===== config.mk =====
export PLATFORM = sky130hd
export DESIGN_NAME = udc_config
export DESIGN_NICKNAME = d
export VERILOG_FILES = /design/src/inc/udc_pkg.sv /design/src/inc/udc_image_if.sv /design/src/udc_config.sv /design/src/udc_image_sel.sv /design/src/udc_sc_pulse.sv
export SDC_FILE = /design/constraint.sdc
export NUM_CORES = 1
export LEC_CHECK = 0
export BUFFER_PORTS_ARGS = -buffer_cell sky130_fd_sc_hd__buf_2
export CORE_MARGIN = 4
export CORE_UTILIZATION = 35
export CTS_BUF_LIST = sky130_fd_sc_hd__clkbuf_16
export CTS_CLUSTER_SIZE = 24
export DETAILED_ROUTE_END_ITERATION = 8
export PLACE_DENSITY = 0.8
export RECOVER_POWER = 25
export SLEW_MARGIN = 5
export SYNTH_ARGS = -nofsm -noshare
export SYNTH_HDL_FRONTEND = slang
export SYNTH_SLANG_ARGS = --single-unit

===== constraint.sdc =====
create_clock -name I_CLOCK -period 1.4 [get_ports I_CLOCK]
set_input_delay 0.07 -clock I_CLOCK [delete_from_list [all_inputs] [get_ports I_CLOCK]]
set_output_delay 0.07 -clock I_CLOCK [all_outputs]
set_load 0.02 [all_outputs]

===== src/inc/udc_pkg.sv =====
package udc_pkg;
	localparam int UDC_ADDR_W = 12;
	localparam logic [11:0] UDC_CFG_OFFSET = 12'h080;
	localparam int UDC_LPM_BIT = 30;
	localparam int UDC_SUSP_BIT = 29;
	localparam int UDC_SPEED_HI = 15;
	localparam int UDC_SPEED_LO = 13;
	localparam int UDC_TXR_BIT = 10;
	localparam int UDC_RXR_BIT = 9;
	localparam int UDC_BIR_BIT = 6;
	localparam int UDC_BCE_BIT = 5;
	localparam int UDC_SWAP_BIT = 4;
	localparam int UDC_WAKE_BIT = 2;
	localparam int UDC_PWR_BIT = 1;
	localparam int UDC_SBP_BIT = 0;
	localparam logic [2:0] UDC_SPEED_HIGH = 3'h0;
	localparam logic [2:0] UDC_SPEED_FULL = 3'h1;
	localparam logic [2:0] UDC_SPEED_RST = 3'h0;
	localparam logic UDC_LPM_DFLT = 1'b1;
	localparam logic UDC_SUSP_DFLT = 1'b1;
	localparam logic UDC_SWAP_DFLT = 1'b0;
	localparam logic UDC_WAKE_DFLT = 1'b1;
	localparam logic UDC_PWR_DFLT = 1'b1;
	localparam logic UDC_BIR_RST = 1'b0;
	localparam logic UDC_BCE_RST = 1'b0;
	localparam logic UDC_SBP_RST = 1'b0;
	localparam int UDC_RESET_PULSE_CYCLES = 4;
	localparam int UDC_BURST_W = 8;
	typedef struct packed {
		logic lpm;
		logic susp;
		logic swap;
		logic wake;
		logic pwr;
	} udc_flags_t;
	localparam udc_flags_t UDC_FLAGS_DFLT = '{
		lpm: UDC_LPM_DFLT, susp: UDC_SUSP_DFLT, swap: UDC_SWAP_DFLT,
		wake: UDC_WAKE_DFLT, pwr: UDC_PWR_DFLT};
endpackage


===== src/inc/udc_image_if.sv =====
`timescale 1ns/1ps
interface udc_image_if;
	import udc_pkg::*;
	udc_flags_t image;
	logic loaded;
	modport src (output image, output loaded);
	modport dst (input image, input loaded);
endinterface


===== src/udc_config.sv =====
// Local design decision: the APB register port.
`timescale 1ns/1ps
// Contract
// - bit 30 turns link power management capability off at 0 and on at 1.
// - bit 29 clear keeps suspend off; set, valid conditions suspend the phy.
// - bits 15:13 pick connect speed, 000 high and 001 full, reset 000.
// - bit 10 written 1 resets bulk-in transmitter, self clears, resets 0.
// - bit 9 written 1 resets bulk-out receiver, self clears, resets 0.
// - in token on empty fifo gets zlp at bit 6 = 0, nak at 1, reset 0.
// - bit 5 set caps bulk-in bursts at the burst size, clear none, reset 0.
// - read-only bit 4 reports whether the usb data pins are swapped.
// - bit 2 advertises remote wakeup; device and function wakeup need it.
// - bit 1 reports bus powered at 0 and self powered at 1.
// - bulk-out sync loss stalls the pipe if bit 0 is 0, not if 1, reset 0.
// - suspend gate from eeprom, else otp, else 1; usb or lite reset reloads.
// - pin swap from eeprom, else otp, else 0; usb or lite reset reloads.
// - lpm, wakeup from eeprom, else otp, else 1; usb or lite reset reloads.
// - power method from eeprom else 1, no otp; usb or lite reset reloads.
module udc_config import udc_pkg::*; #(
	parameter int BURST_W = UDC_BURST_W,
	parameter int PULSE_CYCLES = UDC_RESET_PULSE_CYCLES
) (
	input wire logic I_CLOCK,
	input wire logic I_RST_N,
	input wire logic I_PSEL,
	input wire logic I_PENABLE,
	input wire logic I_PWRITE,
	input wire logic [UDC_ADDR_W-1:0] I_PADDR,
	input wire logic [31:0] I_PWDATA,
	input wire logic [3:0] I_PSTRB,
	output logic [31:0] O_PRDATA,
	output logic O_PREADY,
	output logic O_PSLVERR,
	input wire logic I_IMAGE_LOAD,
	input wire logic I_EEPROM_PRESENT,
	input wire logic I_OTP_CONFIGURED,
	input wire logic [4:0] I_EEPROM_FLAGS,
	input wire logic [3:0] I_OTP_FLAGS,
	input wire logic I_USB_RESET,
	input wire logic I_LITE_RESET,
	input wire logic I_SUSPEND_COND,
	input wire logic I_IN_TOKEN,
	input wire logic I_RX_FIFO_EMPTY,
	input wire logic [BURST_W-1:0] I_BURST_SIZE,
	input wire logic I_SYNC_LOSS,
	output logic O_LPM_CAPABLE,
	output logic O_SUSPEND_N,
	output logic [2:0] O_CONNECT_SPEED,
	output logic O_TX_RESET,
	output logic O_RX_RESET,
	output logic O_IN_SEND_ZLP,
	output logic O_IN_SEND_NAK,
	output logic O_BURST_LIMIT_EN,
	output logic [BURST_W-1:0] O_BURST_LIMIT,
	output logic O_PIN_SWAP,
	output logic O_REMOTE_WAKE_OK,
	output logic O_SELF_POWERED,
	output logic O_BULK_OUT_STALL
);
	udc_image_if img ();

	logic lpm_q;
	logic susp_q;
	logic swap_q;
	logic wake_q;
	logic pwr_q;
	logic [2:0] speed_q;
	logic bir_q;
	logic bce_q;
	logic sbp_q;
	logic [31:0] prdata_q;
	logic slverr_q;
	logic suspend_n_q;
	logic zlp_q;
	logic nak_q;
	logic [BURST_W-1:0] burst_q;
	logic stall_q;
	logic tx_active;
	logic rx_active;

	wire addr_hit = (I_PADDR == UDC_CFG_OFFSET);
	wire setup = I_PSEL && !I_PENABLE;
	wire access = I_PSEL && I_PENABLE;
	wire wr_en = access && I_PWRITE && addr_hit;
	// byte lanes that carry control bits
	wire wr_b0 = wr_en && I_PSTRB[0];
	wire wr_b1 = wr_en && I_PSTRB[1];
	wire wr_b3 = wr_en && I_PSTRB[3];
	wire reload = img.loaded || I_USB_RESET || I_LITE_RESET;
	wire tx_start = wr_b1 && I_PWDATA[UDC_TXR_BIT];
	wire rx_start = wr_b1 && I_PWDATA[UDC_RXR_BIT];
	wire empty_in = I_IN_TOKEN && I_RX_FIFO_EMPTY;

	// reserved positions are hard zero here
	wire [31:0] rd_value = {1'b0, lpm_q, susp_q, 13'h0,
		speed_q, 2'h0, tx_active, rx_active, 2'h0, bir_q, bce_q,
		swap_q, 1'b0, wake_q, pwr_q, sbp_q};

	udc_image_sel u_image (
		.i_clock(I_CLOCK),
		.i_rst_n(I_RST_N),
		.i_load(I_IMAGE_LOAD),
		.i_eeprom_present(I_EEPROM_PRESENT),
		.i_otp_configured(I_OTP_CONFIGURED),
		.i_eeprom_flags(I_EEPROM_FLAGS),
		.i_otp_flags(I_OTP_FLAGS),
		.img(img.src)
	);

	udc_sc_pulse #(.CYCLES(PULSE_CYCLES)) u_tx_reset (
		.i_clock(I_CLOCK),
		.i_rst_n(I_RST_N),
		.i_start(tx_start),
		.o_active(tx_active)
	);

	udc_sc_pulse #(.CYCLES(PULSE_CYCLES)) u_rx_reset (
		.i_clock(I_CLOCK),
		.i_rst_n(I_RST_N),
		.i_start(rx_start),
		.o_active(rx_active)
	);

	// image-backed bits: a reload in the same cycle as a write wins,
	// since the reset sources mean the host view is being discarded
	always_ff @(posedge I_CLOCK or negedge I_RST_N) begin
		if (!I_RST_N) begin
			lpm_q <= UDC_LPM_DFLT;
			susp_q <= UDC_SUSP_DFLT;
			swap_q <= UDC_SWAP_DFLT;
			wake_q <= UDC_WAKE_DFLT;
			pwr_q <= UDC_PWR_DFLT;
		end else if (reload) begin
			lpm_q <= img.image.lpm;
			susp_q <= img.image.susp;
			swap_q <= img.image.swap;
			wake_q <= img.image.wake;
			pwr_q <= img.image.pwr;
		end else begin
			if (wr_b3) begin
				lpm_q <= I_PWDATA[UDC_LPM_BIT];
				susp_q <= I_PWDATA[UDC_SUSP_BIT];
			end
			if (wr_b0) begin
				wake_q <= I_PWDATA[UDC_WAKE_BIT];
				pwr_q <= I_PWDATA[UDC_PWR_BIT];
			end
		end
	end

	always_ff @(posedge I_CLOCK or negedge I_RST_N) begin
		if (!I_RST_N) begin
			speed_q <= UDC_SPEED_RST;
			bir_q <= UDC_BIR_RST;
			bce_q <= UDC_BCE_RST;
			sbp_q <= UDC_SBP_RST;
		end else begin
			if (wr_b1) begin
				speed_q <= I_PWDATA[UDC_SPEED_HI:UDC_SPEED_LO];
			end
			if (wr_b0) begin
				bir_q <= I_PWDATA[UDC_BIR_BIT];
				bce_q <= I_PWDATA[UDC_BCE_BIT];
				sbp_q <= I_PWDATA[UDC_SBP_BIT];
			end
		end
	end

	// read data is captured in setup so it is steady through access
	always_ff @(posedge I_CLOCK or negedge I_RST_N) begin
		if (!I_RST_N) begin
			prdata_q <= 32'h0000_0000;
			slverr_q <= 1'b0;
		end else if (setup) begin
			prdata_q <= (addr_hit && !I_PWRITE) ? rd_value : 32'h0000_0000;
			slverr_q <= !addr_hit;
		end
	end

	always_ff @(posedge I_CLOCK or negedge I_RST_N) begin
		if (!I_RST_N) begin
			suspend_n_q <= 1'b1;
			zlp_q <= 1'b0;
			nak_q <= 1'b0;
			burst_q <= '0;
			stall_q <= 1'b0;
		end else begin
			suspend_n_q <= !(I_SUSPEND_COND && susp_q);
			zlp_q <= empty_in && !bir_q;
			nak_q <= empty_in && bir_q;
			burst_q <= bce_q ? I_BURST_SIZE : '0;
			stall_q <= I_SYNC_LOSS && !sbp_q;
		end
	end

	assign O_PRDATA = prdata_q;
	assign O_PREADY = 1'b1;
	assign O_PSLVERR = slverr_q && access;
	assign O_LPM_CAPABLE = lpm_q;
	assign O_SUSPEND_N = suspend_n_q;
	assign O_CONNECT_SPEED = speed_q;
	assign O_TX_RESET = tx_active;
	assign O_RX_RESET = rx_active;
	assign O_IN_SEND_ZLP = zlp_q;
	assign O_IN_SEND_NAK = nak_q;
	assign O_BURST_LIMIT_EN = bce_q;
	// zero on the limit port means unlimited bursts
	assign O_BURST_LIMIT = burst_q;
	assign O_PIN_SWAP = swap_q;
	assign O_REMOTE_WAKE_OK = wake_q;
	assign O_SELF_POWERED = pwr_q;
	assign O_BULK_OUT_STALL = stall_q;
endmodule // udc_config


===== src/udc_image_sel.sv =====
`timescale 1ns/1ps
module udc_image_sel import udc_pkg::*; (
	input wire logic i_clock,
	input wire logic i_rst_n,
	input wire logic i_load,
	input wire logic i_eeprom_present,
	input wire logic i_otp_configured,
	input wire logic [4:0] i_eeprom_flags,
	input wire logic [3:0] i_otp_flags,
	udc_image_if.src img
);
	udc_flags_t pick;
	udc_flags_t image_q;
	logic loaded_q;
	// eeprom first, then otp, then fixed; power method has no otp step
	function automatic logic first_src(input logic ee_on, input logic ee_val,
		input logic otp_on, input logic otp_val, input logic dflt);
		return ee_on ? ee_val : (otp_on ? otp_val : dflt);
	endfunction
	assign pick.lpm = first_src(i_eeprom_present, i_eeprom_flags[4],
		i_otp_configured, i_otp_flags[3], UDC_LPM_DFLT);
	assign pick.susp = first_src(i_eeprom_present, i_eeprom_flags[3],
		i_otp_configured, i_otp_flags[2], UDC_SUSP_DFLT);
	assign pick.swap = first_src(i_eeprom_present, i_eeprom_flags[2],
		i_otp_configured, i_otp_flags[1], UDC_SWAP_DFLT);
	assign pick.wake = first_src(i_eeprom_present, i_eeprom_flags[1],
		i_otp_configured, i_otp_flags[0], UDC_WAKE_DFLT);
	assign pick.pwr = first_src(i_eeprom_present, i_eeprom_flags[0],
		1'b0, 1'b0, UDC_PWR_DFLT);
	always_ff @(posedge i_clock or negedge i_rst_n) begin
		if (!i_rst_n) begin
			image_q <= UDC_FLAGS_DFLT;
			loaded_q <= 1'b0;
		end else begin
			loaded_q <= i_load;
			if (i_load) begin
				image_q <= pick;
			end
		end
	end
	assign img.image = image_q;
	assign img.loaded = loaded_q;
endmodule // udc_image_sel


===== src/udc_sc_pulse.sv =====
`timescale 1ns/1ps
module udc_sc_pulse #(
	parameter int CYCLES = 4
) (
	input wire logic i_clock,
	input wire logic i_rst_n,
	input wire logic i_start,
	output logic o_active
);
	localparam int CW = $clog2(CYCLES + 1);
	localparam logic [CW-1:0] LOAD = CW'(CYCLES);
	logic [CW-1:0] cnt_q;
	logic [CW-1:0] cnt_d;
	logic active_q;
	// a second start while busy restarts the full length
	assign cnt_d = i_start ? LOAD :
		(cnt_q != '0) ? cnt_q - CW'(1) : cnt_q;
	always_ff @(posedge i_clock or negedge i_rst_n) begin
		if (!i_rst_n) begin
			cnt_q <= '0;
			active_q <= 1'b0;
		end else begin
			cnt_q <= cnt_d;
			active_q <= (cnt_d != '0);
		end
	end
	assign o_active = active_q;
endmodule // udc_sc_pulse


==> results.py <==
metrics = {
    "run_status": {
        "status": "finished clean",
    },
    "finish": {
        "antennaDiodeCount": 0,
        "nets": 390,
        "layout-drive-gt1-share": 0.461,
        "area_growth_pct": 36.5,
        "final_util": 0.490,
        "instances_no_fill": 383,
    },
    "placement": {
        "portBuffers": 93,
        "globalplace.congestion": 0.732,
        "dp_cells": 366,
        "post-dp-hpwl_um": 4080,
    },
    "worst_setup_path": {
        "critPathArrivalTime_ns": 1.55,
        "crit_required_ns": 1.57,
        "worstPathCellList": "buf_2 > or4_4 > nor4_4 > buf_4 > mux2_2",
        "r2r_cells": 5,
        "rrSetupSlack_ns": 0.04,
        "critPathCaptureType": "register",
        "cp.buffers_inverters": 2,
        "r2r-end": "u_tx_reset.o_active$_DFF_PN0_",
        "slowest_delay_ns": 0.58,
        "crit_family": "simple AND/OR/NAND/NOR gates",
        "path_class": "in2reg",
        "crit_fanout": 5,
        "start_kind": "input port",
        "cp_slowest_cell": "or4_4",
        "r2r-start": "u_tx_reset.cnt_q[0]$_DFF_PN0_",
    },
    "cts": {
        "worstSkewPairLatency_ns": 0.28,
        "cts_buffers": 5,
        "cts.clk_slew.worst_paths_ns": 0.06,
        "cts_tree": "built",
        "cts_max_level": 2,
        "cts-root-buf": "clkbuf_16",
        "clkSinkCount": 51,
        "clockBufferDepth": 2,
    },
    "grt": {
        "grt_pass1_vias": 1700,
        "antenna_found_initial": 1,
        "grt_util_all_layers": 0.133,
        "grt_overflow": 0,
        "grt_max_degree": 52,
        "grt_pass1_wl_um": 8060,
    },
    "min_path": {
        "worstHoldStart": "I_RX_FIFO_EMPTY",
        "hold_path_end": "O_IN_SEND_ZLP$_DFF_PN0_",
        "holdPathStages": 3,
        "hp-class": "in2reg",
    },
    "power": {
        "p_seq_frac": 0.435,
        "p_clk_frac": 0.340,
        "switching_power_uw": 1040,
        "power_frac_comb": 0.225,
        "power_leakage_uw": 0.00168,
        "netSwitchingFraction": 0.268,
        "ir_drop_uv": 528,
        "p_int_uw": 2860,
        "p_per_area_nw_per_um2": 1250,
        "power_uw": 3900,
    },
    "logic_synthesis": {
        "ys_ff_latch": 51,
        "synth_largest_area_cell": "dfrtp_1",
        "synth_area_per_cell_um2": 12.0,
        "synth-edff-count": 0,
        "synth.distinct_cells": 31,
        "ys_seq_area_frac": 0.565,
        "synthFlopType": "dfrtp_1",
        "synth_top_area_frac": 0.461,
        "yosysMostFrequentCell": "dfrtp_1",
        "syn_inst": 190,
        "yosys_warnings": 0,
        "synth_common_cells": "dfrtp_1, buf_4, a22o_1, inv_1, a21oi_1",
        "async_flop_share": 1.00,
        "syn_area_um2": 2280,
        "synthTopCellsByArea": "dfrtp_1, dfstp_2, buf_4",
    },
    "timing": {
        "skew_ns": 0.00282,
        "max_freq_ghz": 0.724,
        "setup_viol": 0,
        "hold_violations": 0,
        "tightestPinTransition_ns": 0.692,
        "period_minus_slack_ns": 1.38,
        "grt_setup_unrepaired": "yes",
        "final-max-slew-violation-count": 0,
        "relSlewSlack": 0.539,
        "fin_crit_sh": 0.987,
        "hold_ws_ns": 0.00435,
    },
    "die": {
        "row_count": 29,
        "core_area_um2": 6350,
        "die-area_um2": 7870,
        "die_h_um": 88.7,
        "chipWidth_um": 88.7,
        "io_pins": 135,
        "start_util": 0.359,
    },
    "route": {
        "vias": 1741,
        "wl_per_cell_um": 13.5,
        "viasPerCell": 4.55,
        "first_pass_iters": 4,
        "drc": 0,
        "drt-total-wl_um": 5170,
        "first_iter_violations": 26,
        "antenna_left": 0,
    },
    "job": {
        "drv_cap": 0,
    },
}
==> worst register-to-register path, cell delays in order (launching register included) <==
cell and delay, ns:
dfrtp_1 0.37, inv_1 0.06, ha_1 0.21, ha_1 0.24, nand3b_1 0.18, a21o_1 0.18
==> flip-flops by register name, indices dropped and copies added (netlist names), 3 cells and up <==
register and flops:
O_BURST_LIMIT 8, u_tx_reset.cnt_q 3, u_rx_reset.cnt_q 3, O_PRDATA 13, O_CONNECT_SPEED 3, u_image.img.image 5
==> cell type report <==
type                            count  area (µm²)
Multi-Input combinational cell    120         860
Fill cell                         604        3240
Inverter                           13        48.8
Tap cell                           77        96.3
Sequential cell                    51        1290
Timing Repair Buffer              114         653
Clock buffer                        5         125
Clock inverter                      3        38.8
==> worst max-delay path by stage <==
stage                                   from                             end  slack, ns  depth (start not counted)
5_1_grt        u_rx_reset.cnt_q[0]$_DFF_PN0_   u_rx_reset.o_active$_DFF_PN0_      -0.03                          6
4_1_cts                           I_PADDR[1]   u_rx_reset.o_active$_DFF_PN0_       0.02                          7
6_report                          I_PADDR[1]               sbp_q$_DFFE_PN0P_       0.02                          5
3_5_place_dp                      I_PADDR[1]   u_rx_reset.o_active$_DFF_PN0_      -0.27                          7
2_1_floorplan                     I_PADDR[9]  O_CONNECT_SPEED[0]$_DFFE_PN0N_      -0.19                          3
3_3_place_gp                      I_PADDR[9]  O_CONNECT_SPEED[1]$_DFFE_PN0N_      -0.26                          4
==> layer usage <==
metal,global-route usage,vias up,share of wire
met2,0.218,76,0.47
met4,0.0288,2,0.0062
met1,0.168,814,0.41
li1,-,843,-
met5,0,-,0.0025
met3,0.0503,6,0.11
==> layout by cell type, fill, tap and decap left out, types with 5 or more instances in the layout <==
master,n
nand2_1,6
buf_4,11
a21oi_1,11
dfrtp_1,42
a22o_1,13
mux2_2,7
o21ai_0,7
inv_1,13
conb_1,20
nor2_1,7
dlygate4sd3_1,8
clkbuf_16,5
buf_2,92
and2_1,8
dfstp_2,9
==> power groups by stage <==
stage                     Clock (µW)  Sequential (µW)  Combinational, µW
final                           1330             1700                878
after global routing            1440             1710                993
after CTS                       1380             1700                859
after detailed placement           0             1730                829
after global placement             0             1720                796
after floorplan                    0             1770                516
==> timing repair <==
action,CTS,global route
hold buffers,8,0
endpoints found under the setup margin,1,15
hold endpoints to repair,51,0
setup buffers,0,1
resized for setup,1,5
==> kinds of logic after synthesis <==
kind of cell,after synthesis,synth area share
AOI/OAI and AO/OA,37,0.109
xor gates and xnor gates,2,0.00769
adders and majority gates,6,0.0329
buffers and inverters,37,0.0956
DFF,51,0.565
muxes,12,0.0571
other,2,0.00330
and+or+nand+nor,43,0.129
==> metrics by stage <==
step	area (µm²)	setup TNS [ns]	worst slack, ns
5_1_grt	3110	-0.0542	-0.0321
6_report	3110	0	0.0182
2_1_floorplan	2350	-2.08	-0.189
4_1_cts	3100	0	0.0164
3_5_place_dp	2850	-6.84	-0.273
3_3_place_gp	2850	-6.78	-0.263
(Power assumes the default switching activity.)
